## src/cell_pkg.sv

```systemverilog
/*
 * Constants shared by the configurable logic cell pair: register offsets,
 * field positions, reset values and function select encodings.
 * Assumes a byte-wide register port with an 8-bit address.
 */
package cell_pkg;

	// ------------------------------------------------------------------
	// Register offsets
	// ------------------------------------------------------------------
	localparam logic [7:0] cell_one_config_addr = 8'h44;
	localparam logic [7:0] cell_two_config_addr = 8'h45;
	localparam logic [7:0] cell_flop_ctrl_addr  = 8'h46;

	// ------------------------------------------------------------------
	// Field positions
	// ------------------------------------------------------------------
	localparam int sel_lsb        = 0;
	localparam int inv_a_bit      = 3;
	localparam int inv_b_bit      = 4;
	localparam int inv_c_bit      = 5;
	localparam int out_inv_bit    = 6;
	localparam int chain_bit      = 7;
	localparam int one_force_low  = 0;
	localparam int one_force_high = 1;
	localparam int two_force_low  = 2;
	localparam int two_force_high = 3;

	// ------------------------------------------------------------------
	// Reset values
	// ------------------------------------------------------------------
	localparam logic [7:0] config_reset = 8'h00;
	localparam logic       flop_reset   = 1'b0;

	// ------------------------------------------------------------------
	// Function encodings
	// ------------------------------------------------------------------
	typedef enum logic [2:0] {
		fn_off    = 3'b000,
		fn_and    = 3'b001,
		fn_or     = 3'b010,
		fn_xor    = 3'b011,
		fn_flop   = 3'b100,
		fn_pass_a = 3'b101,
		fn_pass_b = 3'b110,
		fn_pass_c = 3'b111
	} cell_fn_t;

endpackage : cell_pkg

```

## src/dual_config_logic_cells.sv

```systemverilog
/*
 * Two configurable logic cells with cascade, behind a byte register port.
 * Assumes synchronous pins and a master that never issues read and write together.
 */
// Our own choice: the strobed register port.
// Function
// - Cell one selector picks its function
// - Cell two uses same function encoding
// - Cell one bits 3-5 invert inputs
// - Cell one bit 6 inverts output
// - Cell two bits 3-5 invert inputs
// - Cell two bit 6 inverts output
// - Cell two bit 7 chains cell one
// - Chained input pin stays free for reuse
// - Cell one flop force set/clear bits
// - Cell two flop force set/clear bits
`timescale 1ns/10ps
module dual_config_logic_cells (
	input  wire logic       clk_sys,
	input  wire logic       rstn,
	input  wire logic [7:0] reg_addr,
	input  wire logic [7:0] reg_wdata,
	input  wire logic       reg_wr,
	input  wire logic       reg_rd,
	output logic      [7:0] reg_rdata,
	input  wire logic       cell_one_input_a,
	input  wire logic       cell_one_input_b,
	input  wire logic       cell_one_input_c,
	input  wire logic       cell_two_input_a,
	input  wire logic       cell_two_input_b,
	input  wire logic       cell_two_input_c,
	output logic            cell_one_output,
	output logic            cell_two_output,
	output logic            cell_two_pin_a_free
);

	// ------------------------------------------------------------------
	// Internal nets
	// ------------------------------------------------------------------
	logic [7:0]  cell_one_config_q;
	logic [7:0]  cell_two_config_q;
	logic [3:0]  flop_ctrl_q;
	logic [15:0] cell_cfg;
	logic [5:0]  cell_pin;
	logic [1:0]  cell_set;
	logic [1:0]  cell_clr;
	wire  [1:0]  cell_out;
	wire  [1:0]  cell_flop;
	logic        one_out;
	logic        two_out;
	logic        one_flop;
	logic        two_flop;
	logic        two_a;
	logic        wr_one;
	logic        wr_two;
	logic        wr_flop;
	logic        one_set;
	logic        one_clr;
	logic        two_set;
	logic        two_clr;
	logic        chain_on;

	// ------------------------------------------------------------------
	// Address decode
	// ------------------------------------------------------------------
	// Shared by every write strobe, so one compare rule serves all
	function automatic logic addr_hit(input logic [7:0] addr, input logic [7:0] target);
		return addr == target;
	endfunction : addr_hit

	assign wr_one   = reg_wr && addr_hit(reg_addr, cell_pkg::cell_one_config_addr);
	assign wr_two   = reg_wr && addr_hit(reg_addr, cell_pkg::cell_two_config_addr);
	assign wr_flop  = reg_wr && addr_hit(reg_addr, cell_pkg::cell_flop_ctrl_addr);
	assign chain_on = cell_two_config_q[cell_pkg::chain_bit];

	// ------------------------------------------------------------------
	// Write masks
	// ------------------------------------------------------------------
	// Reserved bits are dropped at write time, so they always read zero
	function automatic logic [7:0] write_mask(input logic [7:0] addr);
		case (addr)
			cell_pkg::cell_one_config_addr: return 8'h7f;
			cell_pkg::cell_two_config_addr: return 8'hff;
			cell_pkg::cell_flop_ctrl_addr:  return 8'h0f;
			default:                        return 8'h00;
		endcase
	endfunction : write_mask

	// ------------------------------------------------------------------
	// Configuration registers
	// ------------------------------------------------------------------
	always_ff @(posedge clk_sys or negedge rstn) begin
		if (!rstn) begin
			cell_one_config_q <= cell_pkg::config_reset;
		end else if (wr_one) begin
			cell_one_config_q <= reg_wdata & write_mask(cell_pkg::cell_one_config_addr);
		end
	end

	always_ff @(posedge clk_sys or negedge rstn) begin
		if (!rstn) begin
			cell_two_config_q <= cell_pkg::config_reset;
		end else if (wr_two) begin
			cell_two_config_q <= reg_wdata & write_mask(cell_pkg::cell_two_config_addr);
		end
	end

	// ------------------------------------------------------------------
	// Force strobes
	// ------------------------------------------------------------------
	// Force bits are write-one strobes; stored copy reads back
	// Strobes last only the write cycle, so a held value never re-forces
	assign one_set = wr_flop & reg_wdata[cell_pkg::one_force_high];
	assign one_clr = wr_flop & reg_wdata[cell_pkg::one_force_low];
	assign two_set = wr_flop & reg_wdata[cell_pkg::two_force_high];
	assign two_clr = wr_flop & reg_wdata[cell_pkg::two_force_low];

	// ------------------------------------------------------------------
	// Flop control store
	// ------------------------------------------------------------------
	// Readback of the last force word only; the strobes act once
	always_ff @(posedge clk_sys or negedge rstn) begin
		if (!rstn) begin
			flop_ctrl_q <= 4'h0;
		end else if (wr_flop) begin
			flop_ctrl_q <= reg_wdata[3:0];
		end
	end

	// ------------------------------------------------------------------
	// Read port: unmapped addresses read zero
	// ------------------------------------------------------------------
	always_ff @(posedge clk_sys or negedge rstn) begin
		if (!rstn) begin
			reg_rdata <= 8'h00;
		end else if (reg_rd) begin
			case (reg_addr)
				cell_pkg::cell_one_config_addr: reg_rdata <= cell_one_config_q;
				cell_pkg::cell_two_config_addr: reg_rdata <= cell_two_config_q;
				cell_pkg::cell_flop_ctrl_addr:  reg_rdata <= {2'h0, two_flop, one_flop,
									flop_ctrl_q};
				default:                        reg_rdata <= 8'h00;
			endcase
		end else begin
			reg_rdata <= 8'h00;
		end
	end

	// ------------------------------------------------------------------
	// Cells
	// ------------------------------------------------------------------
	// Cascade takes the registered cell one output: one cycle of extra lag
	assign two_a = cell_two_config_q[cell_pkg::chain_bit] ? one_out
							      : cell_two_input_a;

	// ------------------------------------------------------------------
	// Cell array
	// ------------------------------------------------------------------
	assign cell_cfg = {cell_two_config_q, cell_one_config_q};
	assign cell_pin = {two_a, cell_two_input_b, cell_two_input_c,
		cell_one_input_a, cell_one_input_b, cell_one_input_c};
	assign cell_set = {two_set, one_set};
	assign cell_clr = {two_clr, one_clr};

	// Both cells share one build, so they cannot drift apart
	genvar g;
	generate
		for (g = 0; g < 2; g++) begin : g_cell
			logic_cell u_cell (
				.clk_sys    (clk_sys),
				.rstn       (rstn),
				.cfg        (cell_cfg[g*8 +: 8]),
				.in_a       (cell_pin[g*3+2]),
				.in_b       (cell_pin[g*3+1]),
				.in_c       (cell_pin[g*3]),
				.force_high (cell_set[g]),
				.force_low  (cell_clr[g]),
				.out_q      (cell_out[g]),
				.flop_q     (cell_flop[g])
			);
		end
	endgenerate

	assign one_out  = cell_out[0];
	assign two_out  = cell_out[1];
	assign one_flop = cell_flop[0];
	assign two_flop = cell_flop[1];

	// ------------------------------------------------------------------
	// Outputs
	// ------------------------------------------------------------------
	// Pins come from flops: glitch free, at the cost of one cycle
	always_ff @(posedge clk_sys or negedge rstn) begin
		if (!rstn) begin
			cell_one_output <= 1'b0;
		end else begin
			cell_one_output <= one_out;
		end
	end

	always_ff @(posedge clk_sys or negedge rstn) begin
		if (!rstn) begin
			cell_two_output <= 1'b0;
		end else begin
			cell_two_output <= two_out;
		end
	end

	// ------------------------------------------------------------------
	// Pin release
	// ------------------------------------------------------------------
	// Follows the chain bit one cycle after the write
	always_ff @(posedge clk_sys or negedge rstn) begin
		if (!rstn) begin
			cell_two_pin_a_free <= 1'b0;
		end else begin
			cell_two_pin_a_free <= chain_on;
		end
	end

endmodule : dual_config_logic_cells

```

## src/logic_cell.sv

```systemverilog
/*
 * One configurable three-input logic cell with input and output inversion
 * and an internal flip-flop; output registered.
 * Assumes synchronous inputs and the shared package.
 */
`timescale 1ns/10ps
module logic_cell (
	input  wire logic       clk_sys,
	input  wire logic       rstn,
	input  wire logic [7:0] cfg,
	input  wire logic       in_a,
	input  wire logic       in_b,
	input  wire logic       in_c,
	input  wire logic       force_high,
	input  wire logic       force_low,
	output logic            out_q,
	output logic            flop_q
);

	logic       a_d;
	logic       b_d;
	logic       c_d;
	logic       b_prev_q;
	logic       res_d;
	cell_pkg::cell_fn_t fn;

	// ------------------------------------------------------------------
	// Input conditioning
	// ------------------------------------------------------------------
	assign a_d = in_a ^ cfg[cell_pkg::inv_a_bit];
	assign b_d = in_b ^ cfg[cell_pkg::inv_b_bit];
	assign c_d = in_c ^ cfg[cell_pkg::inv_c_bit];
	assign fn  = cell_pkg::cell_fn_t'(cfg[cell_pkg::sel_lsb +: 3]);

	// ------------------------------------------------------------------
	// Flip-flop: data A, rising edge of B; force wins, high over low
	// ------------------------------------------------------------------
	always_ff @(posedge clk_sys or negedge rstn) begin
		if (!rstn) begin
			b_prev_q <= 1'b0;
		end else begin
			b_prev_q <= b_d;
		end
	end

	always_ff @(posedge clk_sys or negedge rstn) begin
		if (!rstn) begin
			flop_q <= cell_pkg::flop_reset;
		end else if (force_high) begin
			flop_q <= 1'b1;
		end else if (force_low) begin
			flop_q <= 1'b0;
		end else if (b_d && !b_prev_q) begin
			flop_q <= a_d;
		end
	end

	// ------------------------------------------------------------------
	// Function select
	// ------------------------------------------------------------------
	always_comb begin
		case (fn)
			cell_pkg::fn_off:    res_d = 1'b0;
			cell_pkg::fn_and:    res_d = a_d & b_d & c_d;
			cell_pkg::fn_or:     res_d = a_d | b_d | c_d;
			cell_pkg::fn_xor:    res_d = a_d ^ b_d ^ c_d;
			cell_pkg::fn_flop:   res_d = flop_q;
			cell_pkg::fn_pass_a: res_d = a_d;
			cell_pkg::fn_pass_b: res_d = b_d;
			cell_pkg::fn_pass_c: res_d = c_d;
			default:             res_d = 1'b0;
		endcase
	end

	always_ff @(posedge clk_sys or negedge rstn) begin
		if (!rstn) begin
			out_q <= 1'b0;
		end else begin
			out_q <= res_d ^ cfg[cell_pkg::out_inv_bit];
		end
	end

endmodule : logic_cell

```

## config.mk

```make
export PLATFORM = sky130hd
export DESIGN_NAME = dual_config_logic_cells
export DESIGN_NICKNAME = d
export VERILOG_FILES = /design/src/cell_pkg.sv /design/src/dual_config_logic_cells.sv /design/src/logic_cell.sv
export SDC_FILE = /design/constraint.sdc
export NUM_CORES = 1
export LEC_CHECK = 0
export BUFFER_PORTS_ARGS = -buffer_cell sky130_fd_sc_hd__buf_2
export CORE_ASPECT_RATIO = 2
export CORE_UTILIZATION = 25
export CTS_CLUSTER_DIAMETER = 60
export CTS_CLUSTER_SIZE = 8
export DETAILED_ROUTE_END_ITERATION = 7
export GPL_ROUTABILITY_DRIVEN = 0
export PLACE_DENSITY = 0.49
export SETUP_SLACK_MARGIN = 0.3
export SLEW_MARGIN = 15
export SYNTH_ARGS = -nofsm -noshare
export SYNTH_HDL_FRONTEND = slang
export SYNTH_SLANG_ARGS = --single-unit
```

## constraint.sdc

```tcl
create_clock -name clk_sys -period 2.65 [get_ports clk_sys]
set_input_delay 0.795 -clock clk_sys [delete_from_list [all_inputs] [get_ports clk_sys]]
set_output_delay 0.795 -clock clk_sys [all_outputs]
set_load 0.02 [all_outputs]
```

# After elaboration in Yosys (flattened, before gate mapping)
# Cells that the tools add are included.
# totals
output_inout_bits	11
wordCells	76
regBits	36
# op_classes
mux	11
n_reduce_logical	11
n_eq_ne	17
n_bitwise	24
# ops
operator	n
3-bit == test, second input constant	8
8-bit by 7-bit == test with 1-bit output, second input constant	3
8-bit case mux with 3 select lines	1
1-bit case mux with 8 select lines	2
3-bit by 2-bit == test with 1-bit output, second input constant	4
1-bit bitwise XOR	12
1-bit bitwise AND	8
8-bit two-way mux	1
1-bit two-way mux	7
3-bit by 1-bit == test with 1-bit output, second input constant	2
3-bit zero test	2
3-bit nonzero test	2
1-bit logical AND	5
1-bit OR	4
1-bit zero test	2

# Depth between registers and ports, before layout
# logic_depth
depth_word	6
ltp_mapped	8
depth_no_buf	8

# By module
# From an unflattened synthesis, not the netlist that was laid out.
# unflattened
hier_cells	157
hier_area_um2	1916.8
# modules_own_cells
module	n_inst	seq_area_each_um2	cells_per_inst	area_each_um2
dual_config_logic_cells	1	750.7	95	1298.7
logic_cell	2	75.1	31	309.0

# Worst setup path after synthesis
# OpenSTA, ideal clock, no wires.
# synth_timing
path_type	input-to-reg
start	input port reg_addr[5]
end	register cell_two_config_q[0]
cell_stages	6
t_arrival_ns	2.300
n_path_buf	1
required_ns	2.523
path_slack_ns	0.223
cell_sequence	or4b_1 nor3b_2 and2b_1 and3_1 buf_4 mux2_1
# synth_between
elab_chain_cells	2
# synth_rtl
element	line	text
start, declared	dual_config_logic_cells.sv:21	input wire logic [7:0] reg_addr,
8-bit by 7-bit == test with 1-bit output	dual_config_logic_cells.sv:68	return addr == target;
1-bit logical AND	dual_config_logic_cells.sv:72	assign wr_two = reg_wr && addr_hit(reg_addr, cell_pkg::cell_two_config_addr);
end signal, assigned	dual_config_logic_cells.sv:102	cell_two_config_q <= cell_pkg::config_reset;
end signal, assigned	dual_config_logic_cells.sv:104	cell_two_config_q <= reg_wdata & write_mask(cell_pkg::cell_two_config_addr);
end, declared	dual_config_logic_cells.sv:41	logic [7:0] cell_two_config_q;
# No other way between the ends.
# A chain may end at the register's enable or synchronous reset.

# Worst setup path in the final report
# layout_timing
start	input port reg_addr[7]
end	register cell_one_config_q[6]
# layout_between
elab_chain_cells	2
# layout_rtl
element	line	text
8-bit by 7-bit == test with 1-bit output	dual_config_logic_cells.sv:68	
1-bit logical AND	dual_config_logic_cells.sv:71	assign wr_one = reg_wr && addr_hit(reg_addr, cell_pkg::cell_one_config_addr);
end signal, assigned	dual_config_logic_cells.sv:94	cell_one_config_q <= cell_pkg::config_reset;
end signal, assigned	dual_config_logic_cells.sv:96	cell_one_config_q <= reg_wdata & write_mask(cell_pkg::cell_one_config_addr);
end, declared	dual_config_logic_cells.sv:40	logic [7:0] cell_one_config_q;
# No other way between the ends.

==> out/metrics.csv <==
metric,value,unit
cts_tree,done,
syn_area,0.00173,mm²
die-area,0.00729,mm²
initial_core_util,26.0,%
worstPathMaxFanout,7,
slew_headroom,45.9,%
wl_met3,120,µm
io_pins,37,
drive_above_1_share,37.2,%
place_area,0.00205,mm²
cts_buffers,5,
drtIter0Drc,29,
cts.sink_count,36,
syn-num-nets,176,
clock_path_buffers,2,
clock-root-buffer,clkbuf_16,
grt_max_degree,37,
grt_pass1_vias,1265,
pre_cts_ws,9.52,ps
drc,0,
grt_setup_unrepaired,true,
ant_nets,0,
vias,1240,
fin_ws,319,ps
placed_cells,268,
worstPathArrival,2490,ps
period_share,87.9,%
fmax,0.429,GHz
wl_per_cell,14.9,µm
rows,42,
final_area,0.00227,mm²
grt_overflow_total,0,
fin_cells,276,
top_layer,met4,
antenna_cells,0,
syn_area_per_cell,11.8,µm²
maxSlewViolCount,0,
synth_warnings,0,
hold_violations,0,
drv_cap,0,
clk_latency,280,ps
postSynthCellCount,147,
ys_types,33,
grt_pass1_wl,6490,µm
hpwl,3140,µm
fin_nets,217,
min_period,2330,ps
dr_wl_met2,2340,µm
cp.required,2810,ps
die_h,120,µm
placement.io_buffers,36,
final_cell_mix,"dfrtp_1 (36), buf_2 (35), nor2_1 (15), mux2_4 (15), mux2i_1 (13)",
skew,5.58,ps
crit_type,in -> reg,
firstDrtPassIters,4,
p_leak,1.12,nW
critPathCaptureType,register,
p_total,0.00132,W
via_per_inst,4.49,
wirelength,4110,µm
htreeDepth,2,
core,0.00667,mm²
final_common_cell,dfrtp_1,
power_density,579,mW/mm²
hold_class,reg -> reg,
tightest_slew,811,ps
antenna_found_initial,0,
start_kind,input port,
setup_viol,0,
yosysSeqAreaShare,51.9,%
cts_hold_buf,0,
vdd_drop_max,0.241,mV
syn_to_final_growth,31.1,%
clkTransAtPathRegs,50,ps
status,"complete, no violations",
track_usage,12.8,%
synth-seq-cells,36,
die_x,60.9,µm
drt-met1-wl,1550,µm
finalSetupTns,0,ps
==> routing by layer <==
layer	up-vias	GRT usage, %
met2	33	23.2
met4	0	6.39
met1	614	13.3
met5	-	0
li1	588	-
met3	5	2.37
==> final timing paths <==
check,from,to,slack (ps),depth (start not counted)
worst min register to register,g_cell[1].u_cell.out_q$_DFF_PN0_,cell_two_output$_DFF_PN0_,370,0
max in group asynchronous,rstn,reg_rdata[7]$_DFF_PN0_,1520,1
min in group asynchronous,rstn,reg_rdata[1]$_DFF_PN0_,610,1
worst max register to register,cell_one_config_q[4]$_DFFE_PN0P_,g_cell[0].u_cell.out_q$_DFF_PN0_,630,7
worst max-delay path,reg_addr[7],cell_one_config_q[6]$_DFFE_PN0P_,320,7
worst min-delay path,g_cell[1].u_cell.out_q$_DFF_PN0_,cell_two_output$_DFF_PN0_,370,0
==> state kept, by name, indices dropped and copies added (netlist names) <==
signal and flops:
cell_two_pin_a_free 1, cell_two_output 1, cell_one_config_q 7, g_cell.u_cell.flop_q 2
g_cell.u_cell.b_prev_q 2, reg_rdata 8, cell_two_config_q 8, cell_one_output 1
flop_ctrl_q 4, g_cell.u_cell.out_q 2
==> power by group <==
part           switching, W  leakage, nW  internal [W]
combinational     0.0000788        0.567     0.0000775
clock              0.000206       0.0667      0.000341
sequential        0.0000302        0.489      0.000582
total              0.000315         1.12       0.00100
==> synth_stat cells, drive strengths merged <==
master / n / area share (%)
a22oi: 1 / 0.43
mux2: 19 / 12
mux2i: 13 / 7.5
xnor2: 3 / 1.5
inv: 3 / 0.65
o22a: 1 / 0.51
nor3b: 1 / 0.72
nand4b: 1 / 0.51
and3b: 1 / 0.51
buf: 3 / 1.2
and3: 2 / 0.72
ha: 3 / 2.2
a211o: 1 / 0.51
clkbuf: 4 / 0.87
and4b: 1 / 0.58
nand2b: 2 / 0.72
a2bb2o: 1 / 0.58
o21ai: 2 / 0.58
o31ai: 1 / 0.43
a21oi: 10 / 2.9
a21o: 2 / 0.87
or4b: 1 / 0.58
nor4: 1 / 0.36
and2b: 1 / 0.43
nand2: 7 / 1.5
nor2b: 2 / 0.72
o211ai: 1 / 0.43
xor2: 7 / 3.5
o2bb2ai: 1 / 0.51
nor2: 15 / 3.2
dfrtp: 36 / 52
==> cell type report <==
type                    count  area [µm²]
clock buffers               6         129
clock inverters             1        5.00
fillers                   709        4400
inverters                   3        11.3
multi-input cells         101         868
flip-flops and latches     36         901
well taps                  88         110
repair buffers             41         249
==> stage by stage <==
stage | hold WS, ps | utilization (%)
global placement | 332 | 30.7
detailed placement | 354 | 30.7
global route | 369 | 34.1
CTS | 366 | 32.8
floorplan | 331 | -
finish | 366 | 34.1
==> critical path, stage by stage <==
cell and delay, ps:
buf_6 90, or4b_4 540, nor3b_4 230, and2b_2 190, and3b_2 210, buf_12 130, mux2_4 300
==> what timing repair did <==
item	4_1_cts	5_1_grt
setup buffers	0	1
setup endpoints to repair	0	16
resized for setup	0	20
==> cells by family after synthesis <==
group                      synth area share [%]
xor gates and xnor gates                   5.05
adders and majority gates                  2.16
muxes                                      19.8
DFF                                        51.9
buffers and inverters                      2.67
AOI/OAI and AO/OA                          7.72
and+or+nand+nor                            10.6
(Power assumes the default switching activity.)
